--- src/shared/aopwc_regs.svh ---
// Register map, field positions and reset values of the always-on
// power and wake control block. Included by the block's package users.
`ifndef AOPWC_REGS_SVH
`define AOPWC_REGS_SVH

// Byte addresses of the 32-bit APB words
`define AOPWC_CTRL_OFS 8'h00
`define AOPWC_STAT_OFS 8'h04
`define AOPWC_WEN_OFS 8'h08

// Control word fields
`define AOPWC_CTRL_REG_SD 1
`define AOPWC_CTRL_REF_SD 2
`define AOPWC_CTRL_DIR 3
`define AOPWC_CTRL_DRV 4
`define AOPWC_CTRL_W 16
`define AOPWC_CTRL_RST 16'h0010

// Status word fields
`define AOPWC_STAT_PIN 0
`define AOPWC_STAT_REG_ON 1
`define AOPWC_STAT_REF_ON 2
`define AOPWC_STAT_EXT_FL 5

// Wake source enable fields
`define AOPWC_WEN_ALARM 0
`define AOPWC_WEN_PERIODIC 1

// Cycles after reset before wake pin edges count
`define AOPWC_ARM_CYCLES 2'h3

`endif

--- src/shared/aopwc_pkg.sv ---
// Types of the always-on power and wake control block.
// Assumes the register header is included by the design files.
`default_nettype none

package aopwc_pkg;

  // Power state of the regulators, reset comparator and bandgap
  typedef enum logic [1:0] {
    PWR_ON,
    PWR_REG_OFF,
    PWR_ALL_OFF
  } aopwc_pwr_t;

endpackage

`default_nettype wire

--- src/rtl/aopwc_sync.sv ---
// Two-stage synchroniser for asynchronous levels.
// Assumes the destination clock is the block clock.
`timescale 1ns/1ps
`default_nettype none

module aopwc_sync #(
  parameter int W = 1
) (
  input wire logic clk, // Destination clock
  input wire logic reset, // Async reset, active high
  input wire logic [W-1:0] d, // Asynchronous input
  output logic [W-1:0] q // Synchronised output
);

  logic [W-1:0] meta_r;

  // First stage feeds only the second
  always_ff @(posedge clk or posedge reset) begin
    if (reset) begin
      meta_r <= '0;
      q <= '0;
    end else begin
      meta_r <= d;
      q <= meta_r;
    end
  end

endmodule // aopwc_sync

`default_nettype wire

--- src/rtl/aopwc_top.sv ---
// Always-on power-down and wake pin control with an APB register port.
// Assumes alarm and periodic event pulses arrive on sys_clk; the wake
// pin is asynchronous and has an external pull-up.
//
// Overview of operation
// - Direction bit 3: 0 input, 1 output
// - Input wake pin: high level means wake
// - Output wake pin: open-drain, low only, pulled up
// - Bit 2 shuts regulators, comparator, bandgap
// - Leave full shutdown only on enabled wake
// - Bit 1 shuts regulators and reset comparator
// - Regulator-only shutdown keeps bandgap powered
// - Leave regulator shutdown on enabled wake, or for full shutdown via bit 2
// - Drive bit 4 resets 1; 0 pulls low
// - Pin assertion sets flag bit 5, W1C
`timescale 1ns/1ps
`default_nettype none
`include "aopwc_regs.svh"

module aopwc_top #(
  parameter int ADDR_W = 8
) (
  input wire logic sys_clk, // Block clock, 25 MHz
  input wire logic reset, // Async reset, active high
  input wire logic psel, // APB select
  input wire logic penable, // APB access phase
  input wire logic pwrite, // APB direction, 1 write
  input wire logic [ADDR_W-1:0] paddr, // APB byte address
  input wire logic [31:0] pwdata, // APB write data
  input wire logic [3:0] pstrb, // APB byte lane strobes
  output logic [31:0] prdata, // APB read data
  output logic pready, // APB ready
  output logic pslverr, // APB error, unmapped address
  input wire logic wake_pin_i, // Wake pin level, asynchronous
  output logic wake_pin_o, // Wake pin drive value
  output logic wake_pin_oe, // Wake pin drive enable, high drives
  input wire logic alarm_evt, // Alarm event pulse
  input wire logic periodic_evt, // Periodic event pulse
  output logic regulator_en, // All on-chip regulators enable
  output logic reset_comparator_en, // Power-on reset comparator enable
  output logic bandgap_en // Bandgap reference enable
);

  initial begin
    if (ADDR_W < 4 || ADDR_W > 32) begin
      $error("aopwc_top: ADDR_W must lie between 4 and 32");
    end
  end

  // Wake pin synchroniser
  logic wake_sync;
  aopwc_sync #(.W(1)) u_wake_sync (
    .clk(sys_clk),
    .reset(reset),
    .d(wake_pin_i),
    .q(wake_sync)
  );

  // Register and state storage
  logic [`AOPWC_CTRL_W-1:0] ctrl_r, ctrl_nxt;
  logic [1:0] wen_r, wen_nxt;
  logic ext_flag_r, ext_flag_nxt;
  logic pin_prev_r, pin_prev_nxt;
  logic [1:0] arm_r, arm_nxt;
  aopwc_pkg::aopwc_pwr_t pwr_r, pwr_nxt;

  // Next values of the flops behind the outputs
  logic [31:0] prdata_nxt;
  logic pready_nxt;
  logic pslverr_nxt;
  logic wake_pin_o_nxt;
  logic wake_pin_oe_nxt;
  logic regulator_en_nxt;
  logic reset_comparator_en_nxt;
  logic bandgap_en_nxt;

  // Bus decode and read words
  logic bus_answer;
  logic bus_commit;
  logic hit_ctrl;
  logic hit_stat;
  logic hit_wen;
  logic hit_any;
  logic wr_ctrl;
  logic wr_stat;
  logic wr_wen;
  logic [31:0] stat_word;

  // Wake sources and pin edge detection
  logic pin_wake;
  logic alarm_wake;
  logic periodic_wake;
  logic wake_req;
  logic pin_armed;
  logic pin_rise;

  // Answer one cycle into the access phase, commit when pready is
  // seen; one wait state keeps every output a plain flop
  assign bus_answer = psel & penable & ~pready;
  assign bus_commit = psel & penable & pready;

  // Address decode on whole words
  assign hit_ctrl = (paddr == ADDR_W'(`AOPWC_CTRL_OFS));
  assign hit_stat = (paddr == ADDR_W'(`AOPWC_STAT_OFS));
  assign hit_wen = (paddr == ADDR_W'(`AOPWC_WEN_OFS));
  assign hit_any = hit_ctrl | hit_stat | hit_wen;

  // All fields sit in the low byte, so only its strobe matters
  assign wr_ctrl = bus_commit & pwrite & hit_ctrl & pstrb[0];
  assign wr_stat = bus_commit & pwrite & hit_stat & pstrb[0];
  assign wr_wen = bus_commit & pwrite & hit_wen & pstrb[0];

  // Pin wakes only while it is an input; a level, not an edge
  assign pin_wake = ~ctrl_r[`AOPWC_CTRL_DIR] & wake_sync;
  assign alarm_wake = alarm_evt & wen_r[`AOPWC_WEN_ALARM];
  assign periodic_wake = periodic_evt & wen_r[`AOPWC_WEN_PERIODIC];
  assign wake_req = pin_wake | alarm_wake | periodic_wake;

  // Edges are ignored until the synchroniser holds the true level,
  // so a pin idling high gives no false event after reset
  assign pin_armed = (arm_r == `AOPWC_ARM_CYCLES);
  assign pin_rise = pin_armed & pin_wake & ~pin_prev_r;

  // Status word as software reads it
  always_comb begin
    stat_word = 32'h0000_0000;
    stat_word[`AOPWC_STAT_PIN] = wake_sync;
    stat_word[`AOPWC_STAT_REG_ON] = regulator_en;
    stat_word[`AOPWC_STAT_REF_ON] = bandgap_en;
    stat_word[`AOPWC_STAT_EXT_FL] = ext_flag_r;
  end

  // Register writes, wake clearing and the event flag
  always_comb begin
    ctrl_nxt = ctrl_r;
    wen_nxt = wen_r;
    ext_flag_nxt = ext_flag_r;
    pin_prev_nxt = pin_wake;
    arm_nxt = pin_armed ? arm_r : arm_r + 2'h1;
    if (wr_ctrl) begin
      ctrl_nxt[`AOPWC_CTRL_DIR] = pwdata[`AOPWC_CTRL_DIR];
      ctrl_nxt[`AOPWC_CTRL_DRV] = pwdata[`AOPWC_CTRL_DRV];
      if (pwr_r == aopwc_pkg::PWR_ON) begin
        ctrl_nxt[`AOPWC_CTRL_REG_SD] = pwdata[`AOPWC_CTRL_REG_SD];
        ctrl_nxt[`AOPWC_CTRL_REF_SD] = pwdata[`AOPWC_CTRL_REF_SD];
      end else begin
        // While shut down, software may only widen the shutdown
        ctrl_nxt[`AOPWC_CTRL_REG_SD] = ctrl_r[`AOPWC_CTRL_REG_SD] |
          pwdata[`AOPWC_CTRL_REG_SD];
        ctrl_nxt[`AOPWC_CTRL_REF_SD] = ctrl_r[`AOPWC_CTRL_REF_SD] |
          pwdata[`AOPWC_CTRL_REF_SD];
      end
    end
    if (wr_wen) begin
      wen_nxt = pwdata[1:0];
    end
    // A wake ends either shutdown and beats a write in the same cycle
    if (wake_req && pwr_r != aopwc_pkg::PWR_ON) begin
      ctrl_nxt[`AOPWC_CTRL_REG_SD] = 1'b0;
      ctrl_nxt[`AOPWC_CTRL_REF_SD] = 1'b0;
    end
    // Write one clears; a pin edge in the same cycle wins
    if (wr_stat && pwdata[`AOPWC_STAT_EXT_FL]) begin
      ext_flag_nxt = 1'b0;
    end
    if (pin_rise) begin
      ext_flag_nxt = 1'b1;
    end
  end

  // Power state; the full shutdown wins when both bits are set
  always_comb begin
    pwr_nxt = pwr_r;
    unique case (pwr_r)
      aopwc_pkg::PWR_ON: begin
        if (ctrl_nxt[`AOPWC_CTRL_REF_SD]) begin
          pwr_nxt = aopwc_pkg::PWR_ALL_OFF;
        end else if (ctrl_nxt[`AOPWC_CTRL_REG_SD]) begin
          pwr_nxt = aopwc_pkg::PWR_REG_OFF;
        end
      end
      aopwc_pkg::PWR_REG_OFF: begin
        if (wake_req) begin
          pwr_nxt = aopwc_pkg::PWR_ON;
        end else if (ctrl_nxt[`AOPWC_CTRL_REF_SD]) begin
          pwr_nxt = aopwc_pkg::PWR_ALL_OFF;
        end
      end
      aopwc_pkg::PWR_ALL_OFF: begin
        if (wake_req) begin
          pwr_nxt = aopwc_pkg::PWR_ON;
        end
      end
      default: begin
        // Unused code: fall back to what the control bits ask for
        if (ctrl_nxt[`AOPWC_CTRL_REF_SD]) begin
          pwr_nxt = aopwc_pkg::PWR_ALL_OFF;
        end else if (ctrl_nxt[`AOPWC_CTRL_REG_SD]) begin
          pwr_nxt = aopwc_pkg::PWR_REG_OFF;
        end else begin
          pwr_nxt = aopwc_pkg::PWR_ON;
        end
      end
    endcase
  end

  // Enables and pin drive follow the next state, so the output
  // flops change on the same edge as the state they report
  always_comb begin
    regulator_en_nxt = (pwr_nxt == aopwc_pkg::PWR_ON);
    reset_comparator_en_nxt = (pwr_nxt == aopwc_pkg::PWR_ON);
    bandgap_en_nxt = (pwr_nxt != aopwc_pkg::PWR_ALL_OFF);
    wake_pin_oe_nxt = ctrl_nxt[`AOPWC_CTRL_DIR] &
      ~ctrl_nxt[`AOPWC_CTRL_DRV];
    wake_pin_o_nxt = ctrl_nxt[`AOPWC_CTRL_DRV];
  end

  // Bus answer; read data is taken in the first access-phase cycle and shown only while pready is high
  always_comb begin
    prdata_nxt = 32'h0000_0000;
    pready_nxt = bus_answer;
    pslverr_nxt = 1'b0;
    if (bus_answer) begin
      pslverr_nxt = ~hit_any;
      if (!pwrite && hit_ctrl) begin
        prdata_nxt = {16'h0000, ctrl_r};
      end else if (!pwrite && hit_stat) begin
        prdata_nxt = stat_word;
      end else if (!pwrite && hit_wen) begin
        prdata_nxt = {30'h0, wen_r};
      end
    end
  end

  // State flops; reset loads constants only
  always_ff @(posedge sys_clk or posedge reset) begin
    if (reset) begin
      ctrl_r <= `AOPWC_CTRL_RST;
      wen_r <= 2'h0;
      ext_flag_r <= 1'b0;
      pin_prev_r <= 1'b0;
      arm_r <= 2'h0;
      pwr_r <= aopwc_pkg::PWR_ON;
    end else begin
      ctrl_r <= ctrl_nxt;
      wen_r <= wen_nxt;
      ext_flag_r <= ext_flag_nxt;
      pin_prev_r <= pin_prev_nxt;
      arm_r <= arm_nxt;
      pwr_r <= pwr_nxt;
    end
  end

  // Output flops; everything starts powered and the pin released
  always_ff @(posedge sys_clk or posedge reset) begin
    if (reset) begin
      prdata <= 32'h0000_0000;
      pready <= 1'b0;
      pslverr <= 1'b0;
      wake_pin_o <= 1'b1;
      wake_pin_oe <= 1'b0;
      regulator_en <= 1'b1;
      reset_comparator_en <= 1'b1;
      bandgap_en <= 1'b1;
    end else begin
      prdata <= prdata_nxt;
      pready <= pready_nxt;
      pslverr <= pslverr_nxt;
      wake_pin_o <= wake_pin_o_nxt;
      wake_pin_oe <= wake_pin_oe_nxt;
      regulator_en <= regulator_en_nxt;
      reset_comparator_en <= reset_comparator_en_nxt;
      bandgap_en <= bandgap_en_nxt;
    end
  end
endmodule // aopwc_top

`default_nettype wire

--- config.mk ---
export PLATFORM = sky130hd
export DESIGN_NAME = aopwc_top
export DESIGN_NICKNAME = d
export VERILOG_FILES = /design/src/shared/aopwc_pkg.sv /design/src/rtl/aopwc_sync.sv /design/src/rtl/aopwc_top.sv
export VERILOG_INCLUDE_DIRS = /design/src /design/src/shared
export SDC_FILE = /design/constraint.sdc
export NUM_CORES = 1
export LEC_CHECK = 0
export ABC_AREA = 1
export CORE_MARGIN = 2
export CORE_UTILIZATION = 31
export CTS_CLUSTER_DIAMETER = 30
export DETAILED_ROUTE_END_ITERATION = 16
export DONT_BUFFER_PORTS = 1
export PLACE_DENSITY = 0.42
export SETUP_SLACK_MARGIN = 0.15
export SLEW_MARGIN = 5
export SYNTH_ARGS = -nofsm -noshare
export SYNTH_HDL_FRONTEND = slang
export SYNTH_SLANG_ARGS = --single-unit
--- constraint.sdc ---
create_clock -name sys_clk -period 2.47 [get_ports sys_clk]
set_clock_uncertainty 0.05 [all_clocks]
set_input_delay 0.494 -clock sys_clk [delete_from_list [all_inputs] [get_ports sys_clk]]
set_output_delay 0.494 -clock sys_clk [all_outputs]
set_load 0.01 [all_outputs]
==> impl_metrics.csv, run 1 <==
group,metric,value,unit
final_layout,fin_cells,194,
clocking,clock-sinks,25,
timing,finalSetupTns,0,ns
drt,drt_first_pass_iters,4,
hold_path,hp-class,"in -> async",
floorplanning,die_y,69.0,um
final_layout,antenna-diode-count,0,
drt,wl_per_cell,12.5,um
pwr,peakVddDrop,148,uV
pwr,powerDensity,543,nW/um2
drt,detail-route-antenna-nets,0,
critical_path,reg2reg_from,"pready",
critical_path,worstSetupPathType,"reg -> reg",
yosys,synth_top_area_share,0.421,
clocking,clkTransAtPathRegs,0.09,ns
global_routing,grt_pass1_wl,3820,um
critical_path,ff2ff_setup_slack,0.96,ns
place,portBuffers,0,
global_routing,overflow,0,
clocking,cts_setup_buffers,0,
yosys,synth_warnings,0,
final_layout,mostFrequentLayoutCells,"26 x conb_1, 22 x nand2_1, 22 x dfrtp_1, 13 x inv_1, 13 x nor2_1",
yosys,seq_area_frac_synth,0.481,
clocking,clk_latency,0.26,ns
global_routing,first_global_vias,845,
clocking,cts.hold.buffers_added,0,
pwr,p_comb_frac,0.073,
pwr,power,714,uW
outcome,status,"finished clean",
final_layout,layout_commonest_cell,"conb_1",
clocking,cts_made_buffers,3,
clocking,cts_tree,"built",
pwr,switchingPower,173,uW
timing,setup_viol,0,
floorplanning,core,4030,um2
yosys,yosysUniqueCellTypes,28,
drt,drt_wl_total,2420,um
drt,drt_iter0_markers,16,
critical_path,crit_path_max_fanout,6,
yosys,synth_area_leaders,"dfrtp_1 42%, buf_4 15%, nand2_1 6.3%",
place,gp_congestion,0.645,
pwr,power_frac_clock,0.329,
place,place_area,1270,um2
floorplanning,die_area,4760,um2
global_routing,grt_antenna_before_repair,0,
pwr,swShare,0.242,
pwr,seqPwrFrac,0.598,
critical_path,reg2regPathDepth,8,
yosys,synth_cells,141,
floorplanning,die_w,69.0,um
drt,viasPerCell,4.28,
timing,finalCritPeriodShare,0.611,
timing,rsz0062_at_grt,"false",
critical_path,worst_r2r_endpoint,"reset_comparator_en",
critical_path,critPathLaunchType,"flop",
final_layout,area_growth_syn_to_layout,0.573,%
final_layout,final_nets,198,
floorplanning,start_util,0.325,
drt,num_vias,831,
timing,hold_viol_final,0,
yosys,synth_top_cell_by_area,"dfrtp_1",
clocking,clockBufferDepth,2,
yosys,synth_area,1310,um2
place,dpl.cell_count,190,
final_layout,design_area,1320,um2
critical_path,required,2.62,ns
global_routing,grt_max_degree,26,
yosys,synth-seq-cells,25,
place,hpwl,1980,um
yosys,syn_avg_cell_area,9.28,um2
global_routing,grt_use_total,0.110,
timing,fin_crit,1.51,ns
pwr,p_leak,0.000680,uW
floorplanning,rows,23,
critical_path,arrival,1.66,ns
timing,fmax,663,MHz
clocking,cts_resized,0,
clocking,root_buffer,"clkbuf_8",
final_layout,drive_above_1_share,0.146,
timing,hold-worst-slack,0.108,ns
floorplanning,io_pins,91,
drt,drcViolationCount,0,
pwr,p_int,541,uW
job,cap_viol_max_count,0,
clocking,htree_levels,1,
timing,slew_viol_final,0,
critical_path,crit_path_end_kind,"flop",
-- flip-flops by register name, summed over array words and instances, names as in the netlist --
signal,cells
arm_r,2
bandgap_en,1
ctrl_r,4
ext_flag_r,1
pin_prev_r,1
prdata,6
pready,1
pslverr,1
pwr_r,2
reset_comparator_en,1
u_wake_sync.meta_r,1
u_wake_sync.q,1
wake_pin_oe,1
wen_r,2
-- layout make-up --
class                      count  area, um2
fill                         431       2710
sequential                    25        629
multi-input combinational    100        518
tap                           50       62.6
inverter                      14       52.6
clock buffer                   3       41.3
timing repair buffer           1       7.51
clock inverter                 1       5.00
-- worst max-delay path by stage --
| stage | from | endpoint | cells after the start |
|---|---|---|---|
| final | pready | reset_comparator_en | 8 |
| after global routing | pready | reset_comparator_en | 8 |
| after CTS | pready | reset_comparator_en | 8 |
| after detailed placement | paddr[1] | wen_r[0] | 5 |
| after global placement | psel | reset_comparator_en | 8 |
| after floorplan | paddr[7] | wen_r[0] | 5 |
-- critical path, stage by stage, from the launching register on --
cell	delay (ns)
dfrtp_1	0.44
nand3_1	0.11
nor2_2	0.26
nand3_2	0.13
nand2_2	0.10
nand2_1	0.07
o21ai_2	0.14
inv_2	0.05
nor2_1	0.11
-- synthesized netlist by cell type, drive strengths merged --
cell,instances
mux2,4
ha,1
dfstp,3
nand2,25
inv,14
o21ai,5
dfrtp,22
o211ai,1
nor3,2
xnor2,1
a21oi,2
buf,27
nand4,1
conb,1
a21boi,1
nor2,18
nand3,13
-- per-layer routing --
layer,share of wire,global-route usage,vias up
met5,0,0,-
met4,0.0078,0.0466,0
met3,0.10,0.0438,2
met2,0.52,0.196,37
met1,0.37,0.114,393
li1,-,-,399
-- power by group through the flow --
stage	registers [uW]	logic, uW	clock network, uW
global placement	435	51.2	0
global route	428	62.7	267
floorplan	432	78.2	0
finish	427	52.5	235
CTS	428	52.3	251
detailed placement	436	52.1	0
-- kinds of logic after synthesis --
family	after synthesis	share of synthesized area
adder cells (fa/ha/maj)	1	0.00956
flip-flops	25	0.481
XOR/XNOR	1	0.00669
multiplexers	4	0.0373
AND/OR/NAND/NOR	59	0.227
buffers and inverters	41	0.195
AO/OA/AOI/OAI	9	0.0411
other	1	0.00287
-- metrics by stage --
step	worst slack, ns	util
floorplan	1.01	-
global placement	0.873	0.315
detailed placement	0.862	0.315
CTS	0.924	0.327
global route	0.739	0.327
finish	0.962	0.327
Power figures use the tool's default switching activity.
==> run 2: changes to the inputs <==
Settings changed: PLACE_DENSITY 0.42 to 0.43.
Clock period 2.47 ns to 1.3 ns, I/O delays scaled along.
==> impl_metrics.csv, run 2 (same netlist as run 1, synthesis figures left out) <==
group,metric,value,unit
clocking,clockBufferDepth,2,
pwr,p_comb_frac,0.091,
final_layout,drive_above_1_share,0.290,
drt,wl_per_cell,12.0,um
critical_path,critPathLaunchType,"flop",
pwr,power_frac_clock,0.327,
floorplanning,die_area,4760,um2
place,hpwl,1960,um
pwr,p_int,1050,uW
final_layout,layout_commonest_cell,"conb_1",
global_routing,grt_max_degree,26,
final_layout,top_register,"prdata",
clocking,clk_latency,0.27,ns
global_routing,grt_pass1_wl,3900,um
timing,fin_ws,-0.0674,ns
final_layout,area_growth_syn_to_layout,13.0,%
hold_path,hp-class,"in -> reg",
timing,finalCritPeriodShare,1.05,
timing,setup_viol,2,
place,gp_congestion,0.789,
pwr,powerDensity,942,nW/um2
critical_path,reg2reg_from,"pready",
timing,fmax,731,MHz
pwr,switchingPower,342,uW
pwr,seqPwrFrac,0.581,
final_layout,reg_top3,"prdata: 6 flops, ctrl_r: 4 flops",
global_routing,first_global_vias,854,
critical_path,worst_r2r_endpoint,"wake_pin_oe",
floorplanning,core,4030,um2
clocking,htree_levels,1,
critical_path,reg2regPathDepth,6,
critical_path,ff2ff_setup_slack,-0.07,ns
critical_path,worstSetupPathType,"reg -> reg",
floorplanning,die_y,69.0,um
drt,drt_iter0_markers,21,
pwr,power,1390,uW
timing,slew_viol_final,0,
outcome,status,"finished with violations",
timing,fin_crit,1.37,ns
drt,drcViolationCount,0,
hold_path,holdCritStartpoint,"pwdata[1]",
floorplanning,die_w,69.0,um
final_layout,antenna-diode-count,0,
global_routing,grt_antenna_before_repair,0,
clocking,cts_made_buffers,3,
hold_path,worstHoldPathCells,1,
job,cap_viol_max_count,0,
drt,drt_wl_total,2460,um
hold_path,whs_endpoint,"wen_r[1]",
floorplanning,start_util,0.325,
pwr,p_leak,0.000738,uW
clocking,clkTransAtPathRegs,0.08,ns
pwr,swShare,0.246,
clocking,clock-sinks,25,
critical_path,crit_path_max_fanout,6,
drt,viasPerCell,4.13,
drt,drt_first_pass_iters,4,
place,portBuffers,0,
floorplanning,rows,23,
global_routing,grt_use_total,0.114,
pwr,peakVddDrop,544,uV
final_layout,final_nets,209,
place,dpl.cell_count,194,
critical_path,required,1.45,ns
drt,num_vias,846,
timing,rsz0062_at_grt,"true",
floorplanning,io_pins,91,
clocking,root_buffer,"clkbuf_8",
final_layout,fin_cells,205,
final_layout,mostFrequentLayoutCells,"26 x conb_1, 22 x dfrtp_1, 17 x nand2_1, 12 x inv_1, 10 x nand3_1",
outcome,violations,"negative setup slack",
clocking,cts_tree,"built",
final_layout,largest_reg_flops,6,
critical_path,arrival,1.52,ns
timing,hold_viol_final,0,
global_routing,overflow,0,
critical_path,crit_path_end_kind,"flop",
drt,detail-route-antenna-nets,0,
run 2: per-stage QoR:
step                TNS [ns]  cell area, um2  utilization  hold WS (ns)  worst slack (ns)
floorplan                  0            1420            -         0.235            0.0515
global placement     -0.0440            1310        0.326         0.171           -0.0348
CTS                  -0.0220            1400        0.347        0.0661           -0.0220
detailed placement    -0.150            1310        0.326         0.183           -0.0703
global route          -0.678            1480        0.367        0.0700            -0.139
finish               -0.0901            1480        0.367        0.0758           -0.0674
run 2: how the worst max path moves through the flow:
| stage | start | slack (ns) | depth (start not counted) | to |
|---|---|---|---|---|
| 2_1_floorplan | pready | 0.05 | 8 | reset_comparator_en |
| 3_3_place_gp | paddr[1] | -0.03 | 9 | reset_comparator_en |
| 3_5_place_dp | paddr[1] | -0.07 | 9 | reset_comparator_en |
| 4_1_cts | pready | -0.02 | 8 | reset_comparator_en |
| 5_1_grt | pready | -0.14 | 8 | reset_comparator_en |
| 6_report | pready | -0.07 | 6 | wake_pin_oe |
run 2: layout make-up:
| cell class | count | area (um2) |
|---|---|---|
| Fill cell | 417 | 2550 |
| Sequential cell | 25 | 629 |
| Multi-Input combinational cell | 100 | 583 |
| Timing Repair Buffer | 12 | 106 |
| Tap cell | 50 | 62.6 |
| Inverter | 14 | 52.6 |
| Clock buffer | 4 | 45.0 |
run 2: power groups by stage:
| stage | combinational, uW | sequential, uW | clock, uW |
|---|---|---|---|
| 2_1_floorplan | 150 | 822 | 0 |
| 3_3_place_gp | 107 | 826 | 0 |
| 3_5_place_dp | 110 | 826 | 0 |
| 4_1_cts | 118 | 811 | 481 |
| 5_1_grt | 147 | 813 | 512 |
| 6_report | 127 | 810 | 456 |
run 2: per-layer routing:
| layer | vias up | global-route usage | wire [um] | share of wire |
|---|---|---|---|---|
| met2 | 30 | 0.192 | 1360 | 0.55 |
| met3 | 4 | 0.0568 | 221 | 0.090 |
| met4 | 0 | 0.0368 | 36 | 0.015 |
| met5 | - | 0 | 0 | 0 |
| li1 | 419 | - | - | - |
| met1 | 393 | 0.126 | 846 | 0.34 |
run 2: critical path, cell delays in order (launching register included):
cell and delay [ns]:
dfrtp_1 0.37, nand3_2 0.09, nor2_4 0.19, buf_4 0.14, nand2_2 0.07, mux2_4 0.31
nor2_1 0.08
run 2: repair_timing:
item,4_1_cts,5_1_grt
buffers inserted,1,4
pin swaps,2,7
resized for setup,4,17
endpoints found under the hold margin,23,0
endpoints found under the setup margin,14,22
hold buffers,2,0
